`src/rtl/gated_timer_pkg.sv`:
```
// Purpose: Shared constants and types for the gated 16-bit timer/counter.
// Assumes: Avalon-MM register access with 32-bit data, one register per word.
// Notes: Register offsets are byte addresses.
package gated_timer_pkg;
    localparam logic [7:0] CONTROL_OFFSET = 8'h10;
    localparam logic [7:0] COUNT_LOW_OFFSET = 8'h14;
    localparam logic [7:0] COUNT_HIGH_OFFSET = 8'h18;
    localparam logic [7:0] FLAG_OFFSET = 8'h1C;
    localparam logic [7:0] ENABLE_OFFSET = 8'h20;
    localparam logic [7:0] COMPARATOR_CTRL_OFFSET = 8'h24;
    localparam logic [7:0] CONTROL_RESET = 8'h00;
    localparam int RUN_BIT = 0;
    localparam int CLOCK_SOURCE_BIT = 1;
    localparam int SYNC_DISABLE_BIT = 2;
    localparam int LP_OSC_BIT = 3;
    localparam int PRESCALE_LSB = 4;
    localparam int GATE_ENABLE_BIT = 6;
    localparam int GATE_INVERT_BIT = 7;
    localparam int FLAG_BIT = 0;
    localparam int OVERFLOW_IE_BIT = 0;
    localparam int PERIPH_IE_BIT = 1;
    localparam int GLOBAL_IE_BIT = 2;
    localparam int GATE_SOURCE_BIT = 1;
    localparam logic [15:0] COUNT_MAX = 16'hFFFF;

    typedef struct packed {
        logic       gate_invert;
        logic       gate_enable;
        logic [1:0] prescale_select;
        logic       lp_osc_enable;
        logic       ext_sync_disable;
        logic       clock_source_select;
        logic       timer_run;
    } control_s;

    typedef struct packed {
        logic [7:0] address;
        logic       read;
        logic       write;
        logic [31:0] writedata;
        logic [3:0] byteenable;
    } bus_request_s;
endpackage

```
`src/rtl/gated_timer.sv`:
```
// Purpose: 16-bit timer/counter with prescaler, gate and overflow flag.
// Assumes: Pins are asynchronous to sys_clk and are resynchronised here.
// Notes: Reset models the power-on reset; the count bytes are never reset.
//
// The Avalon-MM register port was decided locally.
`timescale 1ns/1ns
`default_nettype none

// Summary of operation
// - 16-bit counter, both bytes software accessible.
// - Wraps FFFFh to 0000h with overflow event.
// - Overflow sets flag bit 0.
// - Interrupt needs three enables all set.
// - Flag stays until software writes zero.
// - Timer mode advances per cycle via prescaler.
// - Counter mode counts external or oscillator rising edges.
// - First falling edge required before counting.
// - Bit 1 selects internal or external clock.
// - Bit 2 selects asynchronous counting, which only enables wake; the count edge is resynchronised either way.
// - Bit 0 starts and stops counting.
// - Bits 5:4 divide by 1,2,4,8.
// - Prescaler hidden, cleared on count writes.
// - Gate source pin or comparator two.
// - Gate acts only when bit 6 set.
// - Bit 7 inverts gate for any source.
// - Count only while gate is active.
// - Oscillator clocks counter only on internal oscillator.
// - Asynchronous counting raises wake on overflow if enable bits 0 and 1 are set.
// - Control cleared by power-on reset.
// - Count bytes untouched by reset.
module gated_timer
    import gated_timer_pkg::*;
(
    input wire logic sys_clk,
    input wire logic reset_n,
    input wire logic [7:0] avs_address,
    input wire logic avs_read,
    input wire logic avs_write,
    input wire logic [31:0] avs_writedata,
    input wire logic [3:0] avs_byteenable,
    output logic [31:0] avs_readdata,
    output logic avs_waitrequest,
    input wire logic ext_clock_pin,
    input wire logic low_power_oscillator,
    input wire logic gate_pin,
    input wire logic comparator_two_output,
    input wire logic internal_oscillator_no_clkout,
    output logic irq,
    output logic wake
);
    typedef struct packed {
        control_s   ctrl;
        logic [15:0] count;
        logic [2:0] prescale;
        logic       flag;
        logic [2:0] enables;
        logic       gate_source_select;
        logic [1:0] ext_sync;
        logic [1:0] osc_sync;
        logic [1:0] gate_sync;
        logic [1:0] comp_sync;
        logic       clk_prev;
        logic       armed;
        logic       answered;
        logic [31:0] readdata;
        logic       irq;
        logic       wake;
        logic       waitreq;
        logic [1:0] strap_sync;
    } state_s;

    state_s cur;
    state_s next_cur;
    bus_request_s req;
    logic source_level;
    logic gate_level;
    logic gate_open;
    logic tick;
    logic prescale_done;
    logic access;
    logic commit;
    logic wr_ctrl;
    logic wr_low;
    logic wr_high;
    logic wr_flag;
    logic [15:0] bumped;
    logic overflow;

    function automatic logic [2:0] prescale_limit(input logic [1:0] sel);
        prescale_limit = 3'((4'h1 << sel) - 4'h1);
    endfunction

    always_comb begin
        req = '{address: avs_address, read: avs_read, write: avs_write,
                writedata: avs_writedata, byteenable: avs_byteenable};
        access = (req.read || req.write) && !cur.answered;
        // Writes land at the edge where the master sees waitrequest low, so a held request acts once.
        commit = req.write && cur.answered && req.byteenable[0];
        wr_ctrl = commit && req.address == CONTROL_OFFSET;
        wr_low = commit && req.address == COUNT_LOW_OFFSET;
        wr_high = commit && req.address == COUNT_HIGH_OFFSET;
        wr_flag = commit && req.address == FLAG_OFFSET;
        // Oscillator only usable when the core runs from the internal oscillator without clock out.
        if (cur.ctrl.lp_osc_enable && cur.strap_sync[1]) begin
            source_level = cur.osc_sync[1];
        end else begin
            source_level = cur.ext_sync[1];
        end
        gate_level = cur.gate_source_select ? cur.comp_sync[1] : cur.gate_sync[1];
        // Invert clear means active low, so the open level equals the invert bit.
        gate_open = !cur.ctrl.gate_enable || (gate_level == cur.ctrl.gate_invert);
        // Asynchronous mode also uses the resynchronised edge: sys_clk is the only clock here.
        if (cur.ctrl.clock_source_select) begin
            tick = source_level && !cur.clk_prev && cur.armed;
        end else begin
            tick = 1'b1;
        end
        tick = tick && cur.ctrl.timer_run && gate_open;
        prescale_done = cur.prescale >= prescale_limit(cur.ctrl.prescale_select);
        bumped = 16'(cur.count + 16'h0001);
        overflow = tick && prescale_done && cur.count == COUNT_MAX;

        next_cur = cur;
        next_cur.ext_sync = {cur.ext_sync[0], ext_clock_pin};
        next_cur.osc_sync = {cur.osc_sync[0], low_power_oscillator};
        next_cur.gate_sync = {cur.gate_sync[0], gate_pin};
        next_cur.comp_sync = {cur.comp_sync[0], comparator_two_output};
        next_cur.strap_sync = {cur.strap_sync[0], internal_oscillator_no_clkout};
        next_cur.clk_prev = source_level;
        if (!cur.ctrl.clock_source_select) begin
            next_cur.armed = 1'b0;
        end else if (!source_level && cur.clk_prev) begin
            next_cur.armed = 1'b1;
        end
        if (tick) begin
            if (prescale_done) begin
                next_cur.prescale = 3'h0;
                next_cur.count = bumped;
            end else begin
                next_cur.prescale = 3'(cur.prescale + 3'h1);
            end
        end
        if (wr_low) begin
            next_cur.count[7:0] = req.writedata[7:0];
            next_cur.prescale = 3'h0;
        end
        if (wr_high) begin
            next_cur.count[15:8] = req.writedata[7:0];
            next_cur.prescale = 3'h0;
        end
        if (wr_ctrl) begin
            next_cur.ctrl = control_s'(req.writedata[7:0]);
        end
        if (commit && req.address == ENABLE_OFFSET) begin
            next_cur.enables = req.writedata[2:0];
        end
        if (commit && req.address == COMPARATOR_CTRL_OFFSET) begin
            next_cur.gate_source_select = req.writedata[GATE_SOURCE_BIT];
        end
        if (wr_flag) begin
            next_cur.flag = req.writedata[FLAG_BIT];
        end
        if (overflow) begin
            next_cur.flag = 1'b1;
        end
        next_cur.irq = next_cur.flag && &next_cur.enables;
        next_cur.wake = overflow && cur.ctrl.clock_source_select && cur.ctrl.ext_sync_disable
                        && cur.enables[OVERFLOW_IE_BIT] && cur.enables[PERIPH_IE_BIT];
        next_cur.answered = access;
        next_cur.waitreq = !access;
        next_cur.readdata = 32'h0;
        if (access && req.read) begin
            case (req.address)
                CONTROL_OFFSET: next_cur.readdata = {24'h0, cur.ctrl};
                COUNT_LOW_OFFSET: next_cur.readdata = {24'h0, cur.count[7:0]};
                COUNT_HIGH_OFFSET: next_cur.readdata = {24'h0, cur.count[15:8]};
                FLAG_OFFSET: next_cur.readdata = {31'h0, cur.flag};
                ENABLE_OFFSET: next_cur.readdata = {29'h0, cur.enables};
                COMPARATOR_CTRL_OFFSET: next_cur.readdata = {30'h0, cur.gate_source_select, 1'b0};
                default: next_cur.readdata = 32'h0;
            endcase
        end
    end

    always_ff @(posedge sys_clk) begin
        if (!reset_n) begin
            cur <= next_cur;
            cur.ctrl <= control_s'(CONTROL_RESET);
            cur.prescale <= 3'h0;
            cur.flag <= 1'b0;
            cur.enables <= 3'h0;
            cur.gate_source_select <= 1'b0;
            cur.armed <= 1'b0;
            cur.answered <= 1'b0;
            cur.waitreq <= 1'b1;
            cur.readdata <= 32'h0;
            cur.irq <= 1'b0;
            cur.wake <= 1'b0;
            cur.count <= cur.count;
        end else begin
            cur <= next_cur;
        end
    end

    // Waitrequest idles high and drops for one cycle per access, so it too comes from a flop.
    assign avs_waitrequest = cur.waitreq;
    assign avs_readdata = cur.readdata;
    assign irq = cur.irq;
    assign wake = cur.wake;
endmodule // gated_timer

`default_nettype wire

```
`config.mk`:
```
export PLATFORM = sky130hd
export DESIGN_NAME = gated_timer
export DESIGN_NICKNAME = d
export VERILOG_FILES = /design/src/rtl/gated_timer_pkg.sv /design/src/rtl/gated_timer.sv
export SDC_FILE = /design/constraint.sdc
export NUM_CORES = 1
export LEC_CHECK = 0
export BUFFER_PORTS_ARGS = -buffer_cell sky130_fd_sc_hd__buf_2
export CAP_MARGIN = 20
export CORE_ASPECT_RATIO = 0.75
export CORE_MARGIN = 10
export CORE_UTILIZATION = 52
export CTS_CLUSTER_DIAMETER = 50
export DETAILED_ROUTE_END_ITERATION = 16
export PLACE_DENSITY = 0.81
export SETUP_SLACK_MARGIN = 0.4
export SLEW_MARGIN = 20
export SYNTH_ARGS = -nofsm -noshare
export SYNTH_HDL_FRONTEND = slang
export SYNTH_SLANG_ARGS = --single-unit
```
`constraint.sdc`:
```
create_clock -name sys_clk -period 4 [get_ports sys_clk]
set_clock_uncertainty 0.15 [all_clocks]
set_input_delay 0.8 -clock sys_clk [delete_from_list [all_inputs] [get_ports sys_clk]]
set_output_delay 0.8 -clock sys_clk [all_outputs]
set_load 0.005 [all_outputs]
```
==> metrics <==
final WL=6.34 mm; Die X=106 um; slack of the critical path=1140 ps; Synth cell types=46; flops & latches, synth=56; share of cells above drive strength 1=0.193; Seq/Total Area, Yosys=0.446; cell area after synthesis=0.00287 mm^2; initial DRC count=164; most common cell in the netlist=dfxtp_1; hold wc startpoint=cur[42]; final instance area=0.00306 mm^2; CTS H-tree lvls=2; LEAKAGE=0.00114 uW; area fraction of the dominant cell type after synthesis=0.279; # DRC=0; GRT Util Overall=0.141; Die H=84.4 um; pre-CTS worst setup slack=829 ps; Worst-path clk slew=90 ps; CP Max Fanout=18; Slew Viols, Final=0; Final TNS setup=0 ps; DP Area=0.00297 mm^2; synthesized instance count=298; largest net degree at the start of global routing=19; Slew headroom=0.463; HPWL Detailed=4.95 mm; cell taking the most area after synthesis=dfxtp_1; CTS buffer count=5; # setup viols final=0; Die ar.=0.00893 mm^2; worst slew pin tran=799 ps; antenna cells=0; CP startpoint kind=input port; Port Buffer Count=36; final hold vios=0; hold path cells=0; core area=0.00535 mm^2; syn_area_per_cell=9.64 um^2; Arr. time, crit path=2650 ps; Worst R2R End=cur[57]; # IOs=88; Starting Density=0.537; routed wl met2=2.86 mm; clk sinks=56; maximum vdd drop=152 uV; met1 wire length=2.77 mm; worst min path class=reg -> reg; filler cell count=486; WS Path Type=in -> reg; power per cell area=309 mW/mm^2; Post-synth EDFFs=16; Worst-Skew Late Latency=310 ps; Worst setup EP type=flop; fmax=350 MHz; clk buf depth=2; Register-to-Register Setup Slack=1330 ps; # rows=23; top post-synthesis cells by area=dfxtp_1 (28%), edfxtp_1 (17%), buf_4 (8.4%); Max-cap violations=0; worst reg2reg startpoint=cur[76]; Routed Antenna Nets=0; Synth async-reset ratio=0; number of gates resized after cts=0; top post-synthesis cells by count=dfxtp_1 (40), nand2_1 (35), buf_4 (32), nor2_1 (28), mux2i_1 (17); via count=2090; ys flop type=dfxtp_1; Hold-fix buffers, CTS=0; hold endpoint=cur[43]; # nets final=384; Top Layer Used=met4; final period utilization=0.715; vias in the first global route=2069; first drt pass iteration count=4; RSZ-0062 raised after global routing=no; vias per inst=5.20; initial antenna violation count=0; grt total ovfl=0; drt wl/cell=15.8 um; outcome=finished clean; Reg2Reg Depth=6; required time of the critical path=3790 ps; TritonCTS clock tree=built; clock root buffer=clkbuf_8; Setup crit start=avs_address[5]; synthesis-to-finish area growth=6.36%; crit path time final=2860 ps; post-CTS setup buffers=0; Met3 Routed Length=656 um; total number of yosys warnings=0; global-route wire length before repair=10.4 mm; GP Congestion=0.862
## state kept, by name, summed over array words and instances, names as in the netlist
signal / count
avs_readdata: 8
avs_waitrequest: 1
cur: 45
irq: 1
wake: 1
## routing by layer
layer  global-route usage  up-vias
met2                0.215       86
met1                0.186      962
met5                    0        -
met4               0.0368        0
met3               0.0458        4
li1                     -     1038
## worst max path at each step
stage                   end  slack, ps  cells past startpoint
detailed placement  cur[62]        830                      6
CTS                 cur[57]       1160                      6
finish              cur[57]       1140                      6
floorplan           cur[56]       1290                      6
global placement    cur[62]        900                      6
global route        cur[57]        990                      6
## layout by cell type, fill, tap and decap left out, types with 2 or more instances in the layout
| cell type | count |
|---|---|
| nand2_1 | 35 |
| nor2_4 | 2 |
| clkbuf_8 | 5 |
| clkinv_2 | 2 |
| o21ai_1 | 8 |
| dfxtp_1 | 40 |
| nand4_1 | 4 |
| nor2b_1 | 4 |
| ha_1 | 5 |
| o31ai_1 | 9 |
| xnor2_1 | 6 |
| and3_1 | 3 |
| nand3_1 | 10 |
| or2_2 | 2 |
| a22oi_1 | 7 |
| xor2_1 | 9 |
| nor2_1 | 28 |
| inv_1 | 9 |
| o21ai_0 | 6 |
| a21oi_1 | 6 |
| mux2_2 | 6 |
| nor4_1 | 2 |
| edfxtp_1 | 16 |
| nor3_1 | 2 |
| a2bb2oi_1 | 2 |
| and4_1 | 2 |
| mux2i_1 | 17 |
| nor4_2 | 3 |
| conb_1 | 24 |
| buf_2 | 36 |
## cell families after synthesis
group,Yosys count,share of synthesized area
xor+xnor,15,0.0457
flops,56,0.446
fa+ha+maj,5,0.0218
other cells,1,0.00131
compound gates,47,0.113
buf+inv,48,0.107
simple gates,103,0.182
mux,23,0.0827
## report_power, final
group / internal (uW) / switching (uW) / leakage, uW
sequential: 587 / 2.03 / 0.000480
combinational: 18.4 / 32.7 / 0.000609
clock: 123 / 183 / 0.0000479
## through the flow
stage / power (uW) / utilization / hold WS [ps] / cells
final: 945 / 0.571 / 183 / 402
after global routing: 982 / 0.571 / 190 / 402
after CTS: 949 / 0.571 / 184 / 402
after detailed placement: 652 / 0.554 / 162 / 394
after global placement: 650 / 0.554 / 162 / 394
after floorplan: 643 / - / 160 / 321
## critical path, stage by stage
cell and delay, ps:
buf_2 120, nor4b_4 460, nand2_2 220, nor2_4 370, a21oi_1 70, nor2_1 600
## area by class of cell
| type | instances | area, um^2 | area share |
|---|---|---|---|
| Clock buffer | 5 | 68.8 | 0.0225 |
| Inverter | 9 | 33.8 | 0.0111 |
| Multi-Input combinational cell | 217 | 1370 | 0.449 |
| Tap cell | 75 | 93.8 | 0.0307 |
| Clock inverter | 3 | 18.8 | 0.00614 |
| Timing Repair Buffer | 37 | 188 | 0.0614 |
| Sequential cell | 56 | 1280 | 0.419 |
Note: power is estimated with default switching activity, not from simulation.
